===== config.mk =====
export PLATFORM = sky130hd
export DESIGN_NAME = adcis_slave
export DESIGN_NICKNAME = d
export VERILOG_FILES = /design/src/hdl/adcis_pkg.sv /design/src/hdl/adcis_slave.sv
export SDC_FILE = /design/constraint.sdc
export NUM_CORES = 1
export LEC_CHECK = 0
export ABC_CLOCK_PERIOD_IN_PS = 3740
export BUFFER_PORTS_ARGS = -buffer_cell sky130_fd_sc_hd__buf_2
export CAP_MARGIN = 20
export CORE_MARGIN = 2
export CORE_UTILIZATION = 55
export CTS_CLUSTER_SIZE = 30
export DETAILED_ROUTE_END_ITERATION = 10
export PLACE_DENSITY_LB_ADDON = 0.15
export SLEW_MARGIN = 30
export SYNTH_ARGS = -nofsm -noshare
export SYNTH_HDL_FRONTEND = slang
export SYNTH_SLANG_ARGS = --single-unit
export TNS_END_PERCENT = 100

===== constraint.sdc =====
create_clock -name refClk -period 3.74 [get_ports refClk]
set_clock_uncertainty 0.2 [all_clocks]
set_input_delay 0.374 -clock refClk [delete_from_list [all_inputs] [get_ports refClk]]
set_output_delay 0.374 -clock refClk [all_outputs]
set_load 0.005 [all_outputs]

===== src/hdl/adcis_pkg.sv =====
package adcis_pkg;
  // ****************************************************************
  // Register fields
  // ****************************************************************
  typedef struct packed {
    logic regBit;
    logic referenceChoiceHi;
    logic referenceChoiceMid;
    logic referenceChoiceLo;
    logic clockSource;
    logic polarityChoice;
    logic keepConfigN;
    logic dontCare;
  } adcis_setup_t;

  typedef struct packed {
    logic regBit;
    logic scanPatternHi;
    logic scanPatternLo;
    logic [3:0] channelSelect;
    logic inputModeBit;
  } adcis_config_t;

  typedef struct packed {
    logic [11:0] plusCode;
    logic [11:0] minusCode;
  } adcis_sample_t;

  // ****************************************************************
  // Reset values and codes
  // ****************************************************************
  localparam logic [7:0] SETUP_RESET = 8'h82;
  localparam logic [7:0] CONFIG_RESET = 8'h01;
  // Arbitrary bus address, set by the integrator
  localparam logic [6:0] SLAVE_ADDR = 7'h35;
  localparam logic [4:0] HS_CODE_TOP = 5'h01;
  localparam logic [3:0] BYTE_BITS = 4'h8;
  localparam logic DIR_READ = 1'h1;
  localparam logic SEL_SETUP = 1'h1;
  localparam logic CLK_EXTERNAL = 1'h1;
  localparam logic MODE_SINGLE = 1'h1;
  localparam logic POL_BIPOLAR = 1'h1;

  // ****************************************************************
  // Timing
  // ****************************************************************
  localparam int CLK_HZ = 10000000;
  localparam int FS_RATE_SPS = 22200;
  localparam int HS_RATE_SPS = 94400;
  localparam logic [9:0] FS_CONV_CYC = 10'(CLK_HZ / FS_RATE_SPS);
  localparam logic [9:0] HS_CONV_CYC = 10'(CLK_HZ / HS_RATE_SPS);

  localparam logic signed [12:0] CODE_MAX = 13'sh07ff;
  localparam logic signed [12:0] CODE_MIN = -13'sh0800;

  typedef enum logic [2:0] {
    ST_IDLE = 3'h0,
    ST_ADDR = 3'h1,
    ST_ACK = 3'h3,
    ST_DATA = 3'h2,
    ST_CONV = 3'h7,
    ST_SKIP = 3'h5
  } adcis_state_t;
endpackage : adcis_pkg


===== src/hdl/adcis_slave.sv =====
`timescale 1ns/1ps
// Overview of operation
// - Single-ended: channel measured against ground
// - Differential: plus minus minus of pair
// - Differential unipolar negative input gives zero
// - Straight binary unipolar, two's complement bipolar
// - Single-ended always unipolar, polarity ignored
// - One bit per clock, nine-clock byte transfer
// - SDA change with SCL high is control
// - Detect START and STOP conditions
// - Repeated START keeps speed mode
// - Ack low through ninth clock high
// - Idle watches START then own address
// - Address LSB gives direction, 1 reads
// - Acknowledge own address for one clock
// - Power up in fast/standard speed mode
// - Master code: not-acknowledge then high-speed
// - STOP in high-speed reverts to fast/standard
// - Top bit routes byte setup or config
// - One or more bytes, each acknowledged
// - Polarity bit 2, reference bits 6:4
// - Setup bit 1 low resets configuration
// - Configuration byte layout, input mode 1
// - Internal timing: stretch SCL during conversion
module adcis_slave
  import adcis_pkg::*;
(
  input wire logic refClk,
  input wire logic srst,
  input wire logic sclIn,
  input wire logic sdaIn,
  output logic sdaOut,
  output logic sdaOe,
  output logic sclOut,
  output logic sclOe,
  input wire adcis_sample_t sample,
  output adcis_setup_t setupQ,
  output adcis_config_t configQ,
  output logic hsModeQ,
  output logic convBusyQ,
  output logic resultValidQ,
  output logic [11:0] resultCodeQ
);
  // ****************************************************************
  // Bus edge and condition detection
  // ****************************************************************
  logic sclPrev_q;
  logic sdaPrev_q;
  wire sclRise = sclIn & ~sclPrev_q;
  wire sclFall = ~sclIn & sclPrev_q;
  // Only SDA moving while SCL stays high is a condition
  wire sclHeld = sclIn & sclPrev_q;
  wire startSeen = sclHeld & sdaPrev_q & ~sdaIn;
  wire stopSeen = sclHeld & ~sdaPrev_q & sdaIn;

  always_ff @(posedge refClk) begin
    if (srst) begin
      sclPrev_q <= 1'h1;
      sdaPrev_q <= 1'h1;
    end else begin
      sclPrev_q <= sclIn;
      sdaPrev_q <= sdaIn;
    end
  end

  // ****************************************************************
  // Protocol state
  // ****************************************************************
  adcis_state_t state_q;
  adcis_state_t state_d;
  logic [3:0] bitCnt_q;
  logic [3:0] bitCnt_d;
  logic [7:0] shift_q;
  logic [7:0] shift_d;
  logic readDir_q;
  logic readDir_d;
  logic isAddrAck_q;
  logic isAddrAck_d;
  logic hsPending_q;
  logic hsPending_d;
  logic hsMode_d;
  logic sdaOe_d;
  logic sclOe_d;
  logic [9:0] convCnt_q;
  logic [9:0] convCnt_d;
  adcis_setup_t setup_d;
  adcis_config_t config_d;

  wire [7:0] inByte = {shift_q[6:0], sdaIn};
  wire byteDone = sclFall & (bitCnt_q == BYTE_BITS);
  wire addrMatch = shift_q[7:1] == SLAVE_ADDR;
  wire masterCode = shift_q[7:3] == HS_CODE_TOP;
  wire setupSel = shift_q[7] == SEL_SETUP;
  wire internalClk = setupQ.clockSource != CLK_EXTERNAL;
  wire [9:0] convLen = hsModeQ ? HS_CONV_CYC : FS_CONV_CYC;
  wire convDone = convCnt_q == convLen;

  always_comb begin
    state_d = state_q;
    bitCnt_d = bitCnt_q;
    shift_d = shift_q;
    readDir_d = readDir_q;
    isAddrAck_d = isAddrAck_q;
    hsPending_d = hsPending_q;
    hsMode_d = hsModeQ;
    sdaOe_d = sdaOe;
    sclOe_d = sclOe;
    convCnt_d = convCnt_q;
    setup_d = setupQ;
    config_d = configQ;
    if (sclRise && bitCnt_q < BYTE_BITS) begin
      // One data bit per SCL period
      shift_d = inByte;
      bitCnt_d = bitCnt_q + 4'h1;
    end
    if (stopSeen) begin
      state_d = ST_IDLE;
      hsMode_d = 1'h0;
      hsPending_d = 1'h0;
      sdaOe_d = 1'h0;
      sclOe_d = 1'h0;
    end else if (startSeen) begin
      // Repeated START leaves the speed mode alone
      state_d = ST_ADDR;
      bitCnt_d = 4'h0;
      sdaOe_d = 1'h0;
    end else begin
      case (state_q)
        ST_ADDR: begin
          if (byteDone) begin
            bitCnt_d = 4'h0;
            isAddrAck_d = 1'h1;
            readDir_d = shift_q[0] == DIR_READ;
            if (masterCode) begin
              // Leave SDA released over the ninth clock
              hsPending_d = 1'h1;
              state_d = ST_ACK;
            end else if (addrMatch) begin
              sdaOe_d = 1'h1;
              state_d = ST_ACK;
            end else begin
              state_d = ST_SKIP;
            end
          end
        end
        ST_ACK: begin
          // Release only after the ninth clock falls
          if (sclFall) begin
            sdaOe_d = 1'h0;
            bitCnt_d = 4'h0;
            if (hsPending_q) begin
              hsMode_d = 1'h1;
              hsPending_d = 1'h0;
              state_d = ST_SKIP;
            end else if (!readDir_q || !isAddrAck_q) begin
              state_d = ST_DATA;
            end else if (internalClk) begin
              // Hold SCL low until the result is ready
              sclOe_d = 1'h1;
              convCnt_d = 10'h0;
              state_d = ST_CONV;
            end else begin
              // External timing read-out lies outside this block
              state_d = ST_SKIP;
            end
          end
        end
        ST_DATA: begin
          if (byteDone) begin
            bitCnt_d = 4'h0;
            isAddrAck_d = 1'h0;
            sdaOe_d = 1'h1;
            state_d = ST_ACK;
            if (setupSel) begin
              setup_d = adcis_setup_t'(shift_q);
              if (!shift_q[1]) begin
                config_d = adcis_config_t'(CONFIG_RESET);
              end
            end else begin
              config_d = adcis_config_t'(shift_q);
            end
          end
        end
        ST_CONV: begin
          convCnt_d = convCnt_q + 10'h1;
          if (convDone) begin
            sclOe_d = 1'h0;
            state_d = ST_SKIP;
          end
        end
        default: begin
          // Idle and skip wait for the next START
        end
      endcase
    end
  end

  // ****************************************************************
  // Registers
  // ****************************************************************
  // Short groups, each loaded from the next-state logic above
  always_ff @(posedge refClk) begin
    if (srst) begin
      state_q <= ST_IDLE;
      bitCnt_q <= 4'h0;
    end else begin
      state_q <= state_d;
      bitCnt_q <= bitCnt_d;
    end
  end

  always_ff @(posedge refClk) begin
    if (srst) begin
      shift_q <= 8'h00;
      readDir_q <= 1'h0;
    end else begin
      shift_q <= shift_d;
      readDir_q <= readDir_d;
    end
  end

  always_ff @(posedge refClk) begin
    if (srst) begin
      isAddrAck_q <= 1'h0;
      hsPending_q <= 1'h0;
    end else begin
      isAddrAck_q <= isAddrAck_d;
      hsPending_q <= hsPending_d;
    end
  end

  always_ff @(posedge refClk) begin
    if (srst) begin
      hsModeQ <= 1'h0;
      convCnt_q <= 10'h0;
    end else begin
      hsModeQ <= hsMode_d;
      convCnt_q <= convCnt_d;
    end
  end

  // Both pins let go on reset so a stale ack or stretch cannot hang
  always_ff @(posedge refClk) begin
    if (srst) begin
      sdaOe <= 1'h0;
      sclOe <= 1'h0;
    end else begin
      sdaOe <= sdaOe_d;
      sclOe <= sclOe_d;
    end
  end

  always_ff @(posedge refClk) begin
    if (srst) begin
      setupQ <= adcis_setup_t'(SETUP_RESET);
      configQ <= adcis_config_t'(CONFIG_RESET);
    end else begin
      setupQ <= setup_d;
      configQ <= config_d;
    end
  end

  // ****************************************************************
  // Result coding
  // ****************************************************************
  // Single-ended ignores the minus sample: ground is the reference
  wire singleEnded = configQ.inputModeBit == MODE_SINGLE;
  wire [11:0] minusUsed = singleEnded ? 12'h000 : sample.minusCode;
  wire signed [12:0] diff = $signed({1'b0, sample.plusCode}) -
    $signed({1'b0, minusUsed});
  // Single-ended forces unipolar whatever the polarity bit
  wire bipolar = !singleEnded && setupQ.polarityChoice == POL_BIPOLAR;
  wire [11:0] uniCode = diff[12] ? 12'h000 : diff[11:0];
  // Half the reference each way keeps the unipolar step size, so the
  // code is the plain difference, clipped at the two's complement ends
  wire bipHigh = diff > CODE_MAX;
  wire bipLow = diff < CODE_MIN;
  wire [11:0] bipCode = bipHigh ? CODE_MAX[11:0] :
    bipLow ? CODE_MIN[11:0] : diff[11:0];
  wire [11:0] codeNow = bipolar ? bipCode : uniCode;
  wire convEnd = state_q == ST_CONV && convDone;

  always_ff @(posedge refClk) begin
    if (srst) begin
      resultCodeQ <= 12'h000;
      resultValidQ <= 1'h0;
      convBusyQ <= 1'h0;
      sdaOut <= 1'h0;
      sclOut <= 1'h0;
    end else begin
      convBusyQ <= state_d == ST_CONV;
      resultValidQ <= convEnd;
      if (convEnd) begin
        resultCodeQ <= codeNow;
      end
      // Open-drain: only ever pulls low
      sdaOut <= 1'h0;
      sclOut <= 1'h0;
    end
  end
endmodule : adcis_slave


Word level (Yosys, flattened, before mapping)
Index checks and enable logic that the tools add are counted.

word-level totals
  bits in registers = 62
  input bits = 28
  output and inout port bits = 35
  logic and storage cells = 138

cells by class
  $add $sub $neg = 3
  $lt $le $gt $ge = 3
  equal/unequal tests = 20
  multiplexer cells = 48
  bitwise logic cells = 14
  reduce and logical (&&, ||, !) cells = 23

operators with widths
  cell                   number
  $mux 12                5
  $mux 10                4
  $mux 3                 10
  $ne 2x2->1 const B     11
  $mux 4                 5
  $pmux 10 s2            1
  $reduce_and 5->1       4
  $mux 8                 2
  $reduce_and 7->1       2
  $gt 13x12->1 const B   1
  $lt 13x12->1 const B   1
  $mux 1                 13
  $sub 12x12->13         1
  $pmux 3 s4             1
  $add 10x1->10 const B  1
  $eq 10x9->1            1
  $mux 9                 1
  $and 1x1->1            8
  $pmux 4 s2             1
  $reduce_and 4->1       2
  $eq 7x6->1 const B     1
  $eq 3x2->1 const B     2
  $eq 3x3->1 const B     2
  $not 1->1              6
  other kinds (16)       25

Logic depth before layout (Yosys ltp)
Gate-level depths: netlist of run 1.

  depth in word-level cells = 9
  depth in mapped cells = 12
  gate-level depth less buffers = 11

Worst setup path before layout of run 1
No wires, ideal clock.

  kind = reg2reg
  start = register singleEnded (netlist name)
  end = register resultCodeQ[3]
  library setup time = 0.081 ns
  arrival time = 2.500 ns
  data required time = 3.459 ns
  slack = 0.959 ns
  stages on the path, launching flop included = 12
  path buffers = 2
  period minus slack after synthesis = 2.781 ns
  cell sequence = dfxtp_1 clkbuf_1 nand2b_1 ha_1 o21ai_1 a211oi_2 o21ai_1 and3_4 or3_4 buf_6 maj3_2 a211oi_2

on the way
  longest elaborated chain between the ends = 6
  elaborated cells between the ends (all ways) = 10
  classes of those cells = add/sub (1); order compare (2); mux (5); reduce/logical (2)

ends and longest elaborated chain
  what                    line                text
  $mux 12                 adcis_slave.sv:268  wire [11:0] minusUsed = singleEnded ? 12'h000 : sample.minusCode;
  $sub 12x12->13          adcis_slave.sv:269  wire signed [12:0] diff = $signed({1'b0, sample.plusCode}) -
  $lt 13x12->1            adcis_slave.sv:277  wire bipLow = diff < CODE_MIN;
  $mux 12                 adcis_slave.sv:279  bipLow ? CODE_MIN[11:0] : diff[11:0];
  $mux 12                 adcis_slave.sv:278  wire [11:0] bipCode = bipHigh ? CODE_MAX[11:0] :
  $mux 12 *               adcis_slave.sv:280  wire [11:0] codeNow = bipolar ? bipCode : uniCode;
  end signal: assignment  adcis_slave.sv:294  resultCodeQ <= codeNow;
  end: declaration        adcis_slave.sv:42   output logic [11:0] resultCodeQ

Every way passes the cells marked *; elsewhere a longest branch is shown, timed or not.
A chain may end at the register's enable or synchronous reset.

Worst setup path in the final report of run 1
  start = register singleEnded (netlist name)
  end = register resultCodeQ[2]

on the way
  longest elaborated chain between the ends = 6
  elaborated cells between the ends (all ways) = 10
  classes of those cells = add/sub (1); order compare (2); mux (5); reduce/logical (2)

ends and longest elaborated chain
  what            line
  $mux 12         adcis_slave.sv:268
  $sub 12x12->13  adcis_slave.sv:269
  $lt 13x12->1    adcis_slave.sv:277
  $mux 12         adcis_slave.sv:279
  $mux 12         adcis_slave.sv:278
  $mux 12 *       adcis_slave.sv:280

Marks and branches as above.

==> reports/summary.txt, run 1 <==
Detailed Route WL -> 7095 um
Worst Path Required -> 3790 ps
Max IR drop VDD -> 0.0003518 V
Seq cells post-synth -> 61
Critical Path End Type -> flip-flop
Max-slew headroom at the worst pin -> 0.5259
Ys async rst share -> 0
CTS tree -> built
Synth warn -> 0
H-tree level count -> 3
Total gr overflow -> 0
Comb power frac -> 0.105
Unique cell type count in the Yosys netlist -> 56
WP data arrival -> 3010 ps
Filler instances -> 512
Final WS setup -> 780.9 ps
Clock sink count -> 61
IO Pins -> 63
CTS Root Cell -> clkbuf_8
Final period utilization -> 0.7912
Pre-CTS setup slack -> 799.4 ps
Hold crit path type -> in -> reg
1st-pass router iterations -> 4
Max FO, Critical Path -> 15
Area leader, netlist -> dfxtp_1
Layout area overhead -> 14.80%
Synth Instances -> 392
Switching power -> 0.3642 mW
Antenna violations before repair -> 0
Post-route setup TNS -> 0 ps
RD Place Congestion -> 0.8931
Via density -> 5.513
CTS Buf Count -> 9
Cell-internal power -> 0.9646 mW
Multi-input logic area -> 2042 um^2
Global-route wire length before repair -> 11670 um
Clock Tree Buf Depth -> 2
Fraction of the yosys area taken by sequential cells -> 0.3594
Period minus WS final -> 2959 ps
Static leakage -> 1.626 nW
Clock network power share -> 0.399
Status -> finished clean
Largest net degree at the start of global routing -> 32
Commonest cells in the netlist -> 63 x nor2_1, 61 x dfxtp_1, 26 x a21oi_1, 20 x nand2_1, 18 x nand2b_1
Die Y -> 82.61 um
Residual DRC -> 0
CORE AREA -> 5956 um^2
RSZ-0062 raised after global routing -> no
Post-synth EDFFs -> 0
Die Area -> 6824 um^2
Avg WL per Cell -> 13.49 um
Post-CTS sizing -> 0
Sw Ratio -> 0.2741
Number of global-route vias before repair -> 2649
Power per cell area -> 340.6 nW/um^2
Clock Latency Late Sink -> 340 ps
Max Slew Vio Count -> 0
Setup violators final -> 0
Row cnt -> 28
Final Net Count -> 490
Top cells by area, synth -> dfxtp_1 36%, nor2_1 7.0%, ha_1 5.5%, mux2i_1 5.0%, a211oi_2 4.1%
Main synth FF type -> dfxtp_1
Post-DP HPWL -> 5234 um
# Post-CTS Setup Buffers -> 0
Post-CTS Hold Fix Bufs -> 0
Overall Global Routing Usage -> 0.2221
Post-route antenna net violation count -> 0
Most common cell in the netlist -> nor2_1
Synthesized cell area -> 3398 um^2
Slew @ Worst Pin -> 710.4 ps
Share of the synthesized area in the top cell type -> 0.3594
Initial core utilization -> 0.5706
Share of layout cells above drive strength 1 -> 0.2461
Vias -> 2900
Startpoint Class -> flip-flop
Max-cap check violation count -> 0
Flop pwr share -> 0.497
Post-Synthesis Mean Instance Area -> 8.669 um^2
Worst setup path class -> reg -> reg
Max Freq -> 337.9 MHz
Die W -> 82.61 um
DRT iter0 DRCs -> 142
I/O Buffers -> 58
Worst-path clk slew -> 70 ps
Final hold vios -> 0
# diodes -> 0
FF+latch area -> 1221 um^2
[power by group through the flow]
stage	combinational [mW]	clock [mW]	sequential [mW]
finish	0.139	0.530	0.660
global route	0.155	0.573	0.660
CTS	0.139	0.546	0.659
detailed placement	0.138	0	0.675
global placement	0.137	0	0.675
floorplan	0.107	0	0.671
[per-layer routing]
metal	part of all wire	global-route usage	up-vias
li1	-	-	1484
met1	0.48	0.2760	1349
met2	0.48	0.3798	59
met3	0.039	0.05652	8
met4	0.0061	0.06393	0
met5	0	0	-
[cells by family after synthesis]
family                   share of synthesized area
buffers and inverters                      0.04602
AO/OA/AOI/OAI                               0.1605
adder cells (fa/ha/maj)                    0.09720
AND/OR/NAND/NOR                             0.2356
flip-flops                                  0.3594
XOR/XNOR                                   0.04897
multiplexers                               0.05007
other                                     0.002210
[cell type report]
type	instances	area share
clock buffers	9	0.03175
clock inverters	7	0.01507
inverters	13	0.01251
multi-input cells	300	0.5234
flip-flops and latches	61	0.3130
well taps	75	0.02405
repair buffers	61	0.08018
[stage by stage]
step	power, mW	instances	hold slack [ps]	util	area, um^2
after CTS	1.344	526	100.7	0.6540	3895
after detailed placement	0.8128	510	274.4	0.6233	3712
after global routing	1.388	526	117.9	0.6550	3901
after floorplan	0.7785	394	259.4	-	3406
final	1.329	526	114.4	0.6550	3901
after global placement	0.8112	510	268.2	0.6233	3712
[state kept, by name, summed over array words and instances, names as in the netlist, 3 cells and up]
signal,count
resultCodeQ,12
convCnt_q,10
shift_q,8
setupQ,7
configQ,6
bitCnt_q,4
state_q,3
[worst max-delay path, stage by stage (launching register included)]
cell and delay [ps]:
dfxtp_1 440, nand2b_1 210, ha_1 380, a21oi_1 100
o21ai_1 200, o21ai_1 130, and3_4 190, or3_4 440
maj3_1 360, a211oi_1 210
[final timing paths]
check	startpoint	to	slack, ps	cells past startpoint
hold / removal	sdaIn	sdaPrev_q	110	2
setup / recovery	singleEnded	resultCodeQ[2]	780	9
setup reg to reg	singleEnded	resultCodeQ[2]	780	9
hold reg to reg	sclOe	sclOe	280	2
[cells in the final DEF, fill, tap and decap left out, types with 4 or more instances in the layout]
master / instances
nor2_1: 62
dfxtp_1: 61
buf_2: 58
a21oi_1: 26
nand2_1: 20
nand2b_1: 18
mux2i_1: 17
ha_1: 15
inv_1: 13
xor2_1: 11
a211oi_2: 11
maj3_2: 10
nor3_1: 9
clkbuf_8: 9
nand3_1: 8
xnor2_1: 8
o21ai_0: 7
and3_1: 6
or2_2: 6
nor2b_1: 5
a22oi_1: 5
a21o_1: 4
nor4_1: 4
a211oi_1: 4
conb_1: 4
Note: power is estimated with default switching activity, not from simulation.
==> inputs of run 2 (changes only) <==
ABC_CLOCK_PERIOD_IN_PS = 2550   (was 3740)
CORE_UTILIZATION = 50   (was 55)
clock period = 2.55 ns   (was 3.74 ns; I/O delays follow)
==> run 2 against run 1 <==
  * The run now ends with negative setup slack left
  * Clock-buffer cell count is the same
  * Via count grew 4.0%
  * Non-clock buffer count rose by 29
  * Critical path type unchanged
  * Critical endpoint unchanged
  * Largest power group unchanged
  * Highest routed layer unchanged
==> reports/summary.txt, run 2 (synthesis gave the netlist of run 1 again) <==
Status -> finished, violations left
Failing checks -> negative setup slack
Period minus WS final -> 2659 ps
Filler instances -> 587
Flop2flop setup slack -> -110 ps
Setup violators final -> 12
Share of layout cells above drive strength 1 -> 0.3451
Number of global-route vias before repair -> 2902
Antenna violations before repair -> 0
Avg WL per Cell -> 13.83 um
Max IR drop VDD -> 0.0004169 V
IO Pins -> 63
DRT iter0 DRCs -> 115
Clock Tree Buf Depth -> 2
Hold crit path type -> in -> reg
Startpoint Class -> flip-flop
Max Freq -> 376.1 MHz
1st-pass router iterations -> 4
Die W -> 86.44 um
Pre-CTS setup slack -> -202.6 ps
Via density -> 5.376
Worst-path clk slew -> 70 ps
Post-route antenna net violation count -> 0
Post-route setup TNS -> -844.8 ps
Hold Slack -> 142.9 ps
Top reg by flops -> resultCodeQ
Max FO, Critical Path -> 7
WP data arrival -> 2710 ps
I/O Buffers -> 58
Vias -> 3016
Total gr overflow -> 0
Max Slew Vio Count -> 0
Row cnt -> 30
Final WS setup -> -108.6 ps
Worst Path Required -> 2610 ps
Layout area overhead -> 27.87%
Detailed Route WL -> 7757 um
RD Place Congestion -> 0.8626
Die Area -> 7472 um^2
Most frequent cells in the layout -> 62 x nor2_1, 60 x dfxtp_1, 59 x buf_2, 25 x buf_4, 20 x nand2_1
Most common cell after layout, fill and taps aside -> nor2_1
Largest net degree at the start of global routing -> 25
Final hold vios -> 0
Post-DP HPWL -> 5463 um
Power per cell area -> 477.7 nW/um^2
Clock sink count -> 61
Biggest regs -> resultCodeQ x12, convCnt_q x10, shift_q x8
Die Y -> 86.44 um
Max-cap check violation count -> 0
Initial core utilization -> 0.5086
Worst setup path class -> reg -> reg
CTS Root Cell -> clkbuf_8
Number of flip-flops in the largest register -> 12
Overall Global Routing Usage -> 0.2176
Static leakage -> 1.854 nW
CORE AREA -> 6681 um^2
Residual DRC -> 0
Clock Latency Late Sink -> 330 ps
H-tree level count -> 3
Global-route wire length before repair -> 13200 um
Critical Path End Type -> flip-flop
CTS tree -> built
Final period utilization -> 1.043
Final Net Count -> 520
CTS Buf Count -> 9
# diodes -> 0
RSZ-0062 raised after global routing -> yes
-- run 2: worst paths after layout --
path                                   from             end  cells past startpoint
worst max-delay path            singleEnded  resultCodeQ[2]                     10
worst max register to register  singleEnded  resultCodeQ[2]                     10
worst min-delay path                   srst       setupQ[5]                      2
worst min register to register        sclOe           sclOe                      2
-- run 2: worst max-delay path, stage by stage, from the launching register on --
cell and delay (ps):
dfxtp_4 360, buf_12 130, nand2b_4 140, ha_4 310
nand3_4 90, a211oi_2 160, o21ai_1 100, and3_4 170
or3_4 410, maj3_2 330, a211oi_2 180
-- run 2: power by group --
| group | switching (mW) | total [mW] | internal (mW) |
|---|---|---|---|
| clock network | 0.393 | 0.847 | 0.453 |
| logic | 0.134 | 0.263 | 0.128 |
| registers | 0.00978 | 0.967 | 0.957 |
| total | 0.537 | 2.08 | 1.54 |
-- run 2: what timing repair did --
item                       4_1_cts  5_1_grt
pin swaps                       13        5
resized for setup               13        9
setup buffers                    2        2
hold endpoints to repair         2        0
gates cloned                     1        1
hold buffers                     2        0
setup endpoints to repair       12       12
-- run 2: cell type report --
type	count	area (um^2)	area share
Multi-Input combinational cell	301	2216	0.5099
Sequential cell	61	1225	0.2819
Timing Repair Buffer	90	556.8	0.1281
Clock buffer	9	123.9	0.02851
Tap cell	80	100.1	0.02303
Clock inverter	7	75.07	0.01728
Inverter	13	48.80	0.01123
-- run 2: routing by layer --
metal / routed length [um] / up-vias / track usage
met5: 0 / - / 0
met4: 40 / 0 / 0.05114
met3: 270 / 4 / 0.05619
met2: 3798 / 53 / 0.3678
met1: 3646 / 1413 / 0.2786
li1: - / 1546 / -
-- run 2: through the flow --
step / instances / power [mW] / utilization / area (um^2)
4_1_cts: 558 / 2.083 / 0.6427 / 4294
2_1_floorplan: 394 / 1.149 / - / 3525
5_1_grt: 561 / 2.165 / 0.6504 / 4345
3_3_place_gp: 537 / 1.222 / 0.5976 / 3993
6_report: 561 / 2.076 / 0.6504 / 4345
3_5_place_dp: 537 / 1.226 / 0.5976 / 3993
